===== src/rtl/tti_pkg.sv =====
package tti_pkg;

   // Clock and millisecond tick
   localparam int unsigned CLK_HZ      = 100_000_000;
   localparam int unsigned TICK_MS     = 1;
   localparam int unsigned TICK_CYCLES = CLK_HZ / 1000 * TICK_MS;

   // Code history geometry
   localparam int          CODE_W   = 16;
   localparam int          HIST_N   = 8;
   localparam int          IDX_W    = 3;
   localparam int          CNT_W    = 4;
   localparam int          TMR_W    = 16;
   localparam logic [3:0]  HIST_MAX = 4'h8;
   localparam logic [3:0]  FULL_BLINK_CNT = 4'h5;

   // Times in milliseconds
   localparam logic [15:0] SELFTEST_MS  = 16'h0064;
   localparam logic [15:0] TEACH_MS     = 16'hEA60;
   localparam logic [15:0] PWR_OFF_MS   = 16'h0BB8;
   localparam logic [15:0] MIN_PRES_MS  = 16'h01F4;
   localparam logic [15:0] CLR_MS       = 16'h07D0;
   localparam logic [15:0] STAT_HOLD_MS = 16'h03E8;
   localparam logic [15:0] STAT_HALF_MS = 16'h00FA;

   // Blink rates, half periods derived in milliseconds
   localparam int unsigned READY_HZ      = 4;
   localparam int unsigned TEACH_HZ      = 1;
   localparam logic [15:0] READY_HALF_MS = 16'(1000 / (2 * READY_HZ));
   localparam logic [15:0] TEACH_HALF_MS = 16'(1000 / (2 * TEACH_HZ));

   // Green blink counts
   localparam logic [1:0]  BLINK_MAX     = 2'h3;
   localparam logic [1:0]  ERR_OVER      = 2'h1;
   localparam logic [1:0]  ERR_OLD       = 2'h2;
   localparam logic [1:0]  ERR_CANCEL    = 2'h3;

   typedef enum logic [7:0] {
      ST_OFF    = 8'h01,
      ST_SELF   = 8'h02,
      ST_STAT   = 8'h04,
      ST_READY  = 8'h08,
      ST_TEACH  = 8'h10,
      ST_TAUGHT = 8'h20,
      ST_NORM   = 8'h40,
      ST_FAULT  = 8'h80
   } tti_state_type;

   typedef struct packed {
      logic [HIST_N-1:0][CODE_W-1:0] ent;
   } tti_mem_type;

endpackage : tti_pkg


===== src/rtl/tti_hist_if.sv =====
`timescale 1ns/10ps
// Write port and stored codes of the learned-code history
interface tti_hist_if;
   logic                                          wr_en;
   logic [tti_pkg::IDX_W-1:0]                     wr_idx;
   logic [tti_pkg::CODE_W-1:0]                    wr_data;
   logic [tti_pkg::HIST_N-1:0][tti_pkg::CODE_W-1:0] entries;

   modport ctl (output wr_en, output wr_idx, output wr_data, input entries);
   modport mem (input wr_en, input wr_idx, input wr_data, output entries);
endinterface : tti_hist_if


===== src/rtl/tti_hist_mem.sv =====
`timescale 1ns/10ps
// Learned-code history, every entry visible from a register
module tti_hist_mem (
   input  wire logic core_clk,
   input  wire logic sys_rst,
   tti_hist_if.mem   hist
);
   tti_pkg::tti_mem_type q;
   tti_pkg::tti_mem_type d;

   // One entry written per completed teach-in
   always_comb begin
      d = q;
      if (hist.wr_en) begin
         d.ent[hist.wr_idx] = hist.wr_data;
      end
   end

   always_ff @(posedge core_clk) begin
      if (sys_rst) begin
         q <= '0;
      end else begin
         q <= d;
      end
   end

   assign hist.entries = q.ent;
endmodule : tti_hist_mem


===== src/rtl/tti_teach_ctrl.sv =====
`timescale 1ns/10ps
// Start-up, teach-in and fault control of the transponder switch
module tti_teach_ctrl #(
   parameter int unsigned TICK_CYCLES = tti_pkg::TICK_CYCLES
) (
   input  wire logic                       core_clk,
   input  wire logic                       sys_rst,
   input  wire logic                       supply_on,
   input  wire logic                       tag_present,
   input  wire logic [tti_pkg::CODE_W-1:0] tag_code,
   output logic                            safety_output_a,
   output logic                            safety_output_b,
   output logic                            diag_out,
   output logic                            led_green,
   output logic                            led_red,
   output logic                            led_yellow
);

   typedef struct packed {
      tti_pkg::tti_state_type     state;
      logic                       sup_s1;
      logic                       sup_s2;
      logic                       tag_s1;
      logic                       tag_s2;
      logic                       tag_s3;
      logic [tti_pkg::CODE_W-1:0] code_s1;
      logic [tti_pkg::CODE_W-1:0] code_s2;
      logic [tti_pkg::TMR_W-1:0]  tmr;
      logic [tti_pkg::TMR_W-1:0]  off_ms;
      logic [tti_pkg::TMR_W-1:0]  pres_ms;
      logic [tti_pkg::TMR_W-1:0]  blk_ms;
      logic [1:0]                 blinks;
      logic                       clr_phase;
      logic [tti_pkg::CNT_W-1:0]  count;
      logic [tti_pkg::CODE_W-1:0] active;
      logic                       act_valid;
      logic [tti_pkg::CODE_W-1:0] blocked;
      logic                       blk_valid;
      logic [tti_pkg::CODE_W-1:0] pending;
      logic                       pend_valid;
      logic                       teach_bad;
      logic                       hist_we;
      logic [tti_pkg::IDX_W-1:0]  hist_idx;
      logic                       out_a;
      logic                       out_b;
      logic                       diag;
      logic                       led_g;
      logic                       led_r;
      logic                       led_y;
   } tti_ctrl_type;

   localparam tti_ctrl_type RST = '{state: tti_pkg::ST_OFF, default: '0};

   tti_ctrl_type               q;
   tti_ctrl_type               d;
   logic                       tick;
   logic [tti_pkg::HIST_N-1:0] hit;
   logic [tti_pkg::TMR_W-1:0]  half_ms;
   logic                       blink_run;
   logic                       code_ok;

   tti_hist_if hist ();

   ////////////////////////////////////////////////////////////////////////////
   // Sub-blocks

   tti_tick_gen #(
      .TICK_CYCLES (TICK_CYCLES)
   ) u_tick (
      .core_clk (core_clk),
      .sys_rst  (sys_rst),
      .tick     (tick)
   );

   tti_hist_mem u_mem (
      .core_clk (core_clk),
      .sys_rst  (sys_rst),
      .hist     (hist.mem)
   );

   // History write follows the completion cycle by one clock
   assign hist.wr_en   = q.hist_we;
   assign hist.wr_idx  = q.hist_idx;
   assign hist.wr_data = q.pending;

   // Compare the presented code against every learned entry
   for (genvar i = 0; i < tti_pkg::HIST_N; i++) begin : g_hit
      assign hit[i] = (4'(i) < q.count) && (hist.entries[i] == q.code_s2);
   end

   ////////////////////////////////////////////////////////////////////////////
   // Next-state logic

   // Blink half period and whether it runs, per state
   always_comb begin
      half_ms   = tti_pkg::STAT_HALF_MS;
      blink_run = 1'b0;
      case (q.state)
         tti_pkg::ST_READY: begin
            half_ms   = tti_pkg::READY_HALF_MS;
            blink_run = (q.count != tti_pkg::HIST_MAX);
         end
         tti_pkg::ST_TEACH: begin
            half_ms   = tti_pkg::TEACH_HALF_MS;
            blink_run = 1'b1;
         end
         tti_pkg::ST_STAT:  blink_run = (q.blinks != 2'h0);
         tti_pkg::ST_FAULT: blink_run = (q.blinks != 2'h0);
         default:           blink_run = 1'b0;
      endcase
   end

   assign code_ok = q.act_valid && q.tag_s2 && (q.code_s2 == q.active);

   always_comb begin
      d         = q;
      d.hist_we = 1'b0;
      // Two flip-flops on every pin, a third on the tag for its falling edge
      d.sup_s1  = supply_on;
      d.sup_s2  = q.sup_s1;
      d.tag_s1  = tag_present;
      d.tag_s2  = q.tag_s1;
      d.tag_s3  = q.tag_s2;
      d.code_s1 = tag_code;
      d.code_s2 = q.code_s1;

      // Millisecond counters, all saturating
      if (!q.tag_s2) begin
         d.pres_ms = '0;
      end else if (tick && q.pres_ms != tti_pkg::MIN_PRES_MS) begin
         d.pres_ms = q.pres_ms + 16'h0001;
      end
      if (tick && q.tmr != 16'hFFFF) begin
         d.tmr = q.tmr + 16'h0001;
      end

      // Blink generator; a falling edge ends one counted blink
      if (tick && blink_run) begin
         if (q.blk_ms == half_ms - 16'h0001) begin
            d.blk_ms = '0;
            d.led_g  = !q.led_g;
            if (q.led_g && q.state inside {tti_pkg::ST_STAT, tti_pkg::ST_FAULT}) begin
               d.blinks = q.blinks - 2'h1;
               if (q.blinks == 2'h1 && q.state == tti_pkg::ST_STAT) begin
                  d.tmr = '0;
               end
            end
         end else begin
            d.blk_ms = q.blk_ms + 16'h0001;
         end
      end

      case (q.state)
         tti_pkg::ST_OFF: begin
            if (!q.sup_s2) begin
               if (tick && q.off_ms != tti_pkg::PWR_OFF_MS) begin
                  d.off_ms = q.off_ms + 16'h0001;
               end
            end else begin
               // Activation needs a long enough supply gap
               if (q.off_ms == tti_pkg::PWR_OFF_MS && q.pend_valid) begin
                  d.blocked    = q.active;
                  d.blk_valid  = q.act_valid;
                  d.active     = q.pending;
                  d.act_valid  = 1'b1;
                  d.pend_valid = 1'b0;
               end
               d.off_ms = '0;
               d.state  = tti_pkg::ST_SELF;
            end
         end
         tti_pkg::ST_SELF: begin
            if (q.tmr >= tti_pkg::SELFTEST_MS) begin
               if (q.teach_bad) begin
                  d.teach_bad = 1'b0;
                  d.blinks    = 2'h0;
                  d.clr_phase = 1'b0;
                  d.state     = tti_pkg::ST_FAULT;
               end else if (q.count != 4'h0 && q.count != tti_pkg::HIST_MAX) begin
                  d.blinks = (q.count <= tti_pkg::FULL_BLINK_CNT) ? tti_pkg::BLINK_MAX
                           : 2'(tti_pkg::HIST_MAX - q.count);
                  d.state  = tti_pkg::ST_STAT;
               end else begin
                  d.state = tti_pkg::ST_READY;
               end
            end
         end
         tti_pkg::ST_STAT: begin
            // Last blink keeps its dark half, else one blink would look like steady light
            if (q.blinks == 2'h0 && tick && q.tmr == tti_pkg::STAT_HALF_MS - 16'h0001) begin
               d.led_g = 1'b1;
            end
            if (q.blinks == 2'h0 && q.tmr >= tti_pkg::STAT_HALF_MS + tti_pkg::STAT_HOLD_MS) begin
               d.state = tti_pkg::ST_READY;
            end
         end
         tti_pkg::ST_READY: begin
            if (q.tag_s2) begin
               if (code_ok) begin
                  d.state = tti_pkg::ST_NORM;
               end else if (q.blk_valid && q.code_s2 == q.blocked) begin
                  d.state = tti_pkg::ST_READY;
               end else if (q.count == tti_pkg::HIST_MAX) begin
                  d.blinks    = tti_pkg::ERR_OVER;
                  d.clr_phase = 1'b0;
                  d.state     = tti_pkg::ST_FAULT;
               end else if (|hit) begin
                  d.blinks    = tti_pkg::ERR_OLD;
                  d.clr_phase = 1'b0;
                  d.state     = tti_pkg::ST_FAULT;
               end else begin
                  d.state = tti_pkg::ST_TEACH;
               end
            end
         end
         tti_pkg::ST_TEACH: begin
            if (!q.tag_s2) begin
               d.blinks    = tti_pkg::ERR_CANCEL;
               d.clr_phase = 1'b0;
               d.state     = tti_pkg::ST_FAULT;
            end else if (tick && q.tmr == tti_pkg::TEACH_MS - 16'h0001) begin
               d.pending    = q.code_s2;
               d.pend_valid = 1'b1;
               d.hist_we    = 1'b1;
               d.hist_idx   = q.count[tti_pkg::IDX_W-1:0];
               d.count      = q.count + 4'h1;
               d.state      = tti_pkg::ST_TAUGHT;
            end
         end
         tti_pkg::ST_TAUGHT: d.state = tti_pkg::ST_TAUGHT;
         tti_pkg::ST_NORM: begin
            // A touch shorter than the minimum is treated as tampering
            if (q.tag_s3 && !q.tag_s2 && q.pres_ms != tti_pkg::MIN_PRES_MS) begin
               d.blinks    = 2'h0;
               d.clr_phase = 1'b0;
               d.state     = tti_pkg::ST_FAULT;
            end
         end
         tti_pkg::ST_FAULT: begin
            // Open for the clear time CLR_MS, then closed for the clear time CLR_MS
            if (q.tag_s2 != q.clr_phase) begin
               d.tmr = '0;
            end else if (q.tmr >= tti_pkg::CLR_MS) begin
               d.tmr = '0;
               if (q.clr_phase) begin
                  d.state = tti_pkg::ST_READY;
               end else begin
                  d.clr_phase = 1'b1;
               end
            end
         end
         default: d.state = tti_pkg::ST_OFF;
      endcase

      // Supply loss wins over the next state; an open teach-in is marked bad, even one that completes in that same cycle
      if (!q.sup_s2 && q.state != tti_pkg::ST_OFF) begin
         d.teach_bad = q.teach_bad || (q.state == tti_pkg::ST_TEACH);
         d.off_ms    = '0;
         d.state     = tti_pkg::ST_OFF;
      end

      // Timers restart and blinking starts lit on every state change
      if (d.state != q.state) begin
         d.tmr    = '0;
         d.blk_ms = '0;
         d.led_g  = (d.state inside {tti_pkg::ST_STAT, tti_pkg::ST_TEACH,
                                     tti_pkg::ST_NORM})
                 || (d.state == tti_pkg::ST_READY && d.count != tti_pkg::HIST_MAX)
                 || (d.state == tti_pkg::ST_FAULT && d.blinks != 2'h0);
      end

      // Outputs only in normal mode with the active code in place
      d.out_a = (d.state == tti_pkg::ST_NORM) && code_ok;
      d.out_b = (d.state == tti_pkg::ST_NORM) && code_ok;
      d.diag  = (d.state == tti_pkg::ST_NORM) && code_ok;
      d.led_y = (d.state == tti_pkg::ST_NORM) && code_ok;
      d.led_r = (d.state == tti_pkg::ST_FAULT);
   end

   always_ff @(posedge core_clk) begin
      if (sys_rst) begin
         q <= RST;
      end else begin
         q <= d;
      end
   end

   assign safety_output_a = q.out_a;
   assign safety_output_b = q.out_b;
   assign diag_out        = q.diag;
   assign led_green       = q.led_g;
   assign led_red         = q.led_r;
   assign led_yellow      = q.led_y;
endmodule : tti_teach_ctrl


===== src/rtl/tti_tick_gen.sv =====
`timescale 1ns/10ps
// Millisecond enable pulse for all blink and timeout counters
module tti_tick_gen #(
   parameter int unsigned TICK_CYCLES = tti_pkg::TICK_CYCLES
) (
   input  wire logic core_clk,
   input  wire logic sys_rst,
   output logic      tick
);
   localparam int CW = $clog2(TICK_CYCLES + 1);
   localparam logic [CW-1:0] LAST = CW'(TICK_CYCLES - 1);

   typedef struct packed {
      logic [CW-1:0] cnt;
      logic          tick;
   } tti_tick_type;

   tti_tick_type q;
   tti_tick_type d;

   // Free divider, restarts with the reset
   always_comb begin
      d      = q;
      d.tick = 1'b0;
      if (q.cnt == LAST) begin
         d.cnt  = '0;
         d.tick = 1'b1;
      end else begin
         d.cnt = q.cnt + CW'(1);
      end
   end

   always_ff @(posedge core_clk) begin
      if (sys_rst) begin
         q <= '0;
      end else begin
         q <= d;
      end
   end

   assign tick = q.tick;
endmodule : tti_tick_gen

===== config.mk =====
export PLATFORM = sky130hd
export DESIGN_NAME = tti_teach_ctrl
export DESIGN_NICKNAME = d
export VERILOG_FILES = /design/src/rtl/tti_pkg.sv /design/src/rtl/tti_hist_if.sv /design/src/rtl/tti_hist_mem.sv /design/src/rtl/tti_teach_ctrl.sv /design/src/rtl/tti_tick_gen.sv
export SDC_FILE = /design/constraint.sdc
export NUM_CORES = 1
export LEC_CHECK = 0
export BUFFER_PORTS_ARGS = -buffer_cell sky130_fd_sc_hd__buf_2
export CAP_MARGIN = 5
export CORE_ASPECT_RATIO = 0.7
export CORE_MARGIN = 3
export CORE_UTILIZATION = 57
export DETAILED_ROUTE_END_ITERATION = 8
export GPL_ROUTABILITY_DRIVEN = 0
export PLACE_DENSITY_LB_ADDON = 0.08
export SETUP_SLACK_MARGIN = 0.05
export SYNTH_ARGS = -nofsm -noshare
export SYNTH_HDL_FRONTEND = slang
export SYNTH_SLANG_ARGS = --single-unit

===== constraint.sdc =====
create_clock -name core_clk -period 3.25 [get_ports core_clk]
set_input_delay 0.4875 -clock core_clk [delete_from_list [all_inputs] [get_ports core_clk]]
set_output_delay 0.4875 -clock core_clk [all_outputs]
set_load 0.01 [all_outputs]

==> impl_metrics.json, run 1 <==
{
  "status": "completed",
  "worstPathArrival_ns": 3.72,
  "yosys_warnings": 0,
  "post_drt_wl_per_cell_um": 18.4,
  "syn-instance-count": 1827,
  "synth_top_family_by_area": "simple AND/OR/NAND/NOR gates",
  "async_flop_share_pct": 0,
  "cts_tree": "done",
  "dr.pass1.iters": 6,
  "area_growth_pct": 12.9,
  "p_per_area_nw_per_um2": 486,
  "die_w_um": 199,
  "synthSimpleGateAreaFrac_pct": 27.5,
  "drc": 0,
  "slew_headroom_pct": 22.8,
  "skew_ns": 0.0110,
  "finalMaxSlewViolations": 0,
  "io_buffers": 25,
  "period_minus_slack_ns": 3.24,
  "cts_buffers": 30,
  "fin_crit_sh_pct": 99.7,
  "cp.buffers_inverters": 0,
  "power.leakage_nw": 6.37,
  "cts_buffer_depth": 3,
  "initial_core_util_pct": 59.3,
  "layout-drive-gt1-share_pct": 11.4,
  "crit_chain": "or4_4 > or4b_4 > and3_1 > a21oi_2 > and3_4 > o221ai_4 > a221oi_4 > nand3b_4 > nor3_1",
  "crit_fanout": 16,
  "hold_buffers": 0,
  "required_ns": 3.73,
  "place_area_um2": 15700,
  "synth_seq_cells": 321,
  "postSynthAreaPerCell_um2": 8.17,
  "hold_viol": 0,
  "core_region_area_um2": 25200,
  "synth_xor_area_share_pct": 14.0,
  "synth_fp_nets": 1863,
  "viasPerCell": 5.82,
  "tns_ns": 0,
  "clk_latency_ns": 0.57,
  "rows": 48,
  "worst_pin_slew_ns": 1.15,
  "die_h_um": 141,
  "critPathCaptureType": "flop",
  "diodes": 0,
  "cpPeakStageDelay_ns": 0.58,
  "wl_mm": 40.5,
  "ir_drop_uv": 401,
  "vias": 12829,
  "crit_cells": 9,
  "die-area_um2": 28200,
  "io_pins": 26,
  "muxShareOfSynthArea_pct": 0.201,
  "n_fill_cell": 2103,
  "worstSetupPathType": "reg2reg",
  "htree_num_levels": 1,
  "dpl.hpwl_mm": 26.3,
  "netlist_area_um2": 14900,
  "clockRootBuffer": "clkbuf_16",
  "synth-compound-area-share_pct": 10.2,
  "startpoint_type": "flop",
  "hold_depth": 2,
  "path_clk_slew_ns": 0.07,
  "yosysSeqAreaShare_pct": 43.1,
  "reg2reg_depth": 9,
  "grt_usage_pct": 28.5,
  "final_area_um2": 16900,
  "final_core_util_pct": 67.0,
  "synth-edff-count": 0,
  "finalSetupViolCount": 0,
  "grt_start_max_net_pins": 123,
  "grt_overflow": 0,
  "slowest_stage": "or4b_4",
  "yosysUniqueCellTypes": 72,
  "grt_pass1_wl_mm": 64.1,
  "timing.fmax_mhz": 309,
  "synth_ff_type": "dfxtp_1",
  "hp-class": "in2reg",
  "first_global_vias": 11900,
  "antenna_found_initial": 0,
  "rsz0062_at_grt": "true",
  "postRouteAntennaNets": 0,
  "maxCapViolCount": 0,
  "drt_iter0_drc": 1430,
  "crit_family": "simple AND/OR/NAND/NOR gates",
  "cts.sinks": 321,
  "final_nets": 1890,
  "synth_fa_ha_area_share_pct": 1.34
}
[kinds of logic after synthesis]
kind of cell               count (synthesis)
DFF                                      321
AOI/OAI and AO/OA                        265
adders and majority gates                 16
xor gates and xnor gates                 239
muxes                                      3
buffers and inverters                    137
and+or+nand+nor                          846
[path summary, 6_finish.rpt]
check / slack (ns) / startpoint / end
min reg2reg: 0.44 / d[168] / q[168]
max reg2reg: 0.009 / q[175] / q[118]
max: 0.009 / q[175] / q[118]
min: 0.13 / tag_code[11] / d[144]
[worst reg2reg max path, delay by kind of cell, from the launching register on]
family / cells / cell delay, ns
simple gates: 6 / 2.13
flops: 1 / 0.32
compound gates: 3 / 0.70
[flip-flops by register name (all words and copies together) (netlist names), 3 cells and up]
name	cells
u_tick.q	17
u_mem.hist.entries	128
hist.wr_idx	3
q	133
d	19
hist.wr_data	16
[placed cells by master (no fill, tap or decap), drive strengths merged, types with 12 or more instances in the layout]
cell type / Yosys / layout
o21ai: 12 / 12
nand2: 417 / 417
nand2b: 13 / 13
nand3: 48 / 48
buf: 28 / 112
xnor2: 79 / 79
and3: 14 / 14
a21oi: 202 / 202
dfxtp: 321 / 321
nor4: 38 / 38
nor2b: 47 / 47
nand4: 45 / 45
nor3: 40 / 40
clkbuf: 89 / 37
nor2: 125 / 125
xor2: 160 / 160
inv: 20 / 21
ha: 16 / 16
[stage by stage]
step	power (mW)	std cells	worst slack, ns	hold slack (ns)
after floorplan	4.33	1827	0.0617	0.414
after global placement	4.45	2143	-0.00163	0.417
after detailed placement	4.45	2143	-0.0840	0.421
after CTS	8.23	2201	0.0123	0.116
after global routing	8.45	2203	-0.0946	0.131
final	8.19	2203	0.00890	0.128
[layer usage]
layer	part of all wire [%]	track usage (%)
met4	2.0	6.28
met1	47	43.5
met3	9.3	5.91
met5	0	0
met2	42	41.5
[synth_stat cells, types with 10 or more instances]
cell        n  area, um^2
dfxtp_1   321        6430
nor4_1     36         225
inv_1      20        75.1
xnor2_1    79         692
nand4_1    45         282
nand3_1    48         240
ha_1       16         200
nor2_4     10         113
xor2_1    160        1400
clkbuf_1   89         334
and2_1     10        62.6
nor2b_1    47         294
nand2b_1   13        81.3
and3_1     14        87.6
nor3_2     10         100
nor2_1    115         432
o21ai_0    10        50.1
nor3_1     30         150
buf_1      19        71.3
nand2_1   417        1570
a21oi_1   201        1010
[layout make-up]
cell class | instances | area (um^2) | share of cell area, %
flip-flops and latches | 321 | 6430 | 38.1
clock inverters | 19 | 245 | 1.46
well taps | 325 | 407 | 2.41
repair buffers | 112 | 842 | 5.00
multi-input cells | 1369 | 8020 | 47.6
inverters | 20 | 75.1 | 0.445
clock buffers | 37 | 837 | 4.97
[where the power goes]
part	switching (mW)	internal, mW
registers	0.0242	3.96
logic	0.253	0.153
clock network	1.57	2.23
[timing repair]
action	in CTS	in global routing
pin swaps	1	2
gates cloned	0	0
resized for setup	2	13
setup buffers	2	2
endpoints found under the setup margin	32	33
Note: power is estimated with default switching activity, not from simulation.
==> run 2: changes to the inputs <==
CORE_UTILIZATION = 60   (was 57)
clock period = 3 ns   (was 3.25 ns; I/O delays follow)
==> run 2 against run 1 <==
  * The flow now finishes with violations (setup timing)
  * Register-to-register slack lost 0.23 ns
  * Clock-buffer cell count grew 9
  * Largest cell class unchanged
  * First-iteration DRC count shrank 2.8%
  * Via count grew 1.1%
  * Combinational power grew 16%
==> impl_metrics.json, run 2 (synthesized netlist as in run 1, its figures left out) <==
{
  "status": "finished, violations left",
  "failed_checks": "setup timing",
  "layout-drive-gt1-share_pct": 13.4,
  "timing.fmax_mhz": 311,
  "die_w_um": 195,
  "rows": 47,
  "hold_viol": 0,
  "required_ns": 3.52,
  "die-area_um2": 26800,
  "htree_num_levels": 1,
  "finalMaxSlewViolations": 0,
  "grt_start_max_net_pins": 121,
  "cts_buffers": 30,
  "top_register": "q",
  "grt_pass1_wl_mm": 64.0,
  "fin_crit_sh_pct": 107,
  "final_core_util_pct": 71.7,
  "hold_ws_ns": 0.0821,
  "cpPeakStageDelay_ns": 0.57,
  "p_comb_share_pct": 5.4,
  "wl_mm": 41.4,
  "internal-power_mw": 6.78,
  "setup_ws_ns": -0.218,
  "clk_latency_ns": 0.57,
  "critPathCaptureType": "flop",
  "worstPathArrival_ns": 3.73,
  "grt_busiest_layer": "met1",
  "dpl.hpwl_mm": 27.2,
  "use_met1_pct": 46.1,
  "vias": 12973,
  "clockRootBuffer": "clkbuf_16",
  "worst_pin_slew_ns": 0.963,
  "post_drt_wl_per_cell_um": 18.5,
  "initial_core_util_pct": 62.1,
  "met2_usage_pct": 41.9,
  "dp_cells": 2178,
  "io_pins": 26,
  "tns_ns": -5.71,
  "core_region_area_um2": 24100,
  "clockPowerShare_pct": 45.2,
  "path_clk_slew_ns": 0.07,
  "viasPerCell": 5.80,
  "largest_register_ffs": 133,
  "area_growth_pct": 15.6,
  "grt_overflow": 0,
  "cts_tree": "done",
  "power_switching_mw": 1.97,
  "cts_buffer_depth": 3,
  "rsz0062_at_grt": "true",
  "finalSetupViolCount": 33,
  "hp-class": "in2reg",
  "maxCapViolCount": 0,
  "diodes": 0,
  "startpoint_type": "flop",
  "final_cell_mix": "nand2_1, dfxtp_1, a21oi_1",
  "final_common_cell": "nand2_1",
  "use_met3_pct": 7.24,
  "first_global_vias": 11592,
  "fin_cells": 2235,
  "slowest_stage": "or4b_4",
  "power.leakage_nw": 6.54,
  "reg2reg_slack_ns": -0.22,
  "final_area_um2": 17300,
  "dr.pass1.iters": 6,
  "postRouteAntennaNets": 0,
  "grt_usage_pct": 29.9,
  "crit_fanout": 16,
  "die_h_um": 138,
  "ir_drop_uv": 582,
  "place_area_um2": 16000,
  "io_buffers": 25,
  "slew_headroom_pct": 35.6,
  "share_seq_of_total_power_pct": 49.4,
  "drc": 0,
  "drt_iter0_drc": 1390,
  "dp_slack_ns": -0.274,
  "p_sw_share_pct": 22.5,
  "finalPower_mw": 8.74,
  "final_nets": 1930,
  "crit_chain": "or4_4 > or4b_4 > a2111o_1 > o21ai_2 > and3_4 > o221ai_4 > a221oi_4 > buf_6 > nand4b_4 > buf_12 > nor2_4",
  "period_minus_slack_ns": 3.22,
  "cts.sinks": 321,
  "antenna_found_initial": 0,
  "worstSetupPathType": "reg2reg",
  "skew_ns": 0.0216,
  "p_per_area_nw_per_um2": 507
}
-- run 2: path summary, 6_finish.rpt --
path / depth (start not counted) / start / to
max: 11 / q[175] / q[83]
min: 2 / tag_code[14] / d[147]
min reg2reg: 1 / d[147] / q[147]
max reg2reg: 11 / q[175] / q[83]
-- run 2: power groups by stage --
stage	clock (mW)	sequential [mW]	combinational, mW
floorplan	0	4.40	0.286
global placement	0	4.41	0.427
detailed placement	0	4.41	0.430
CTS	4.00	4.32	0.454
global route	4.18	4.32	0.502
finish	3.95	4.32	0.472
-- run 2: cell type report --
class                           count  area (um^2)
Inverter                           20         75.1
Clock buffer                       46          892
Clock inverter                      9          128
Sequential cell                   321         6430
Multi-Input combinational cell   1369         8140
Tap cell                          318          398
Timing Repair Buffer              152         1200
Fill cell                        1918         6800
-- run 2: layer usage --
layer / up-vias / routed length (um)
li1: 6227 / -
met1: 6116 / 19300
met2: 548 / 16700
met3: 82 / 4520
met4: 0 / 882
met5: - / 0
-- run 2: worst max-delay path, delay by kind of cell (launching register included) --
| kind | cells | cell delay (ns) |
|---|---|---|
| buffers and inverters | 2 | 0.35 |
| AND/OR/NAND/NOR | 5 | 1.52 |
| flip-flops | 1 | 0.32 |
| AO/OA/AOI/OAI | 4 | 0.96 |
-- run 2: what timing repair did --
item	in CTS	in global routing
gates resized for setup	14	25
endpoints found under the setup margin	35	39
buffers inserted	2	0
pin swaps	1	21
hold buffers	0	0
gates cloned	1	0
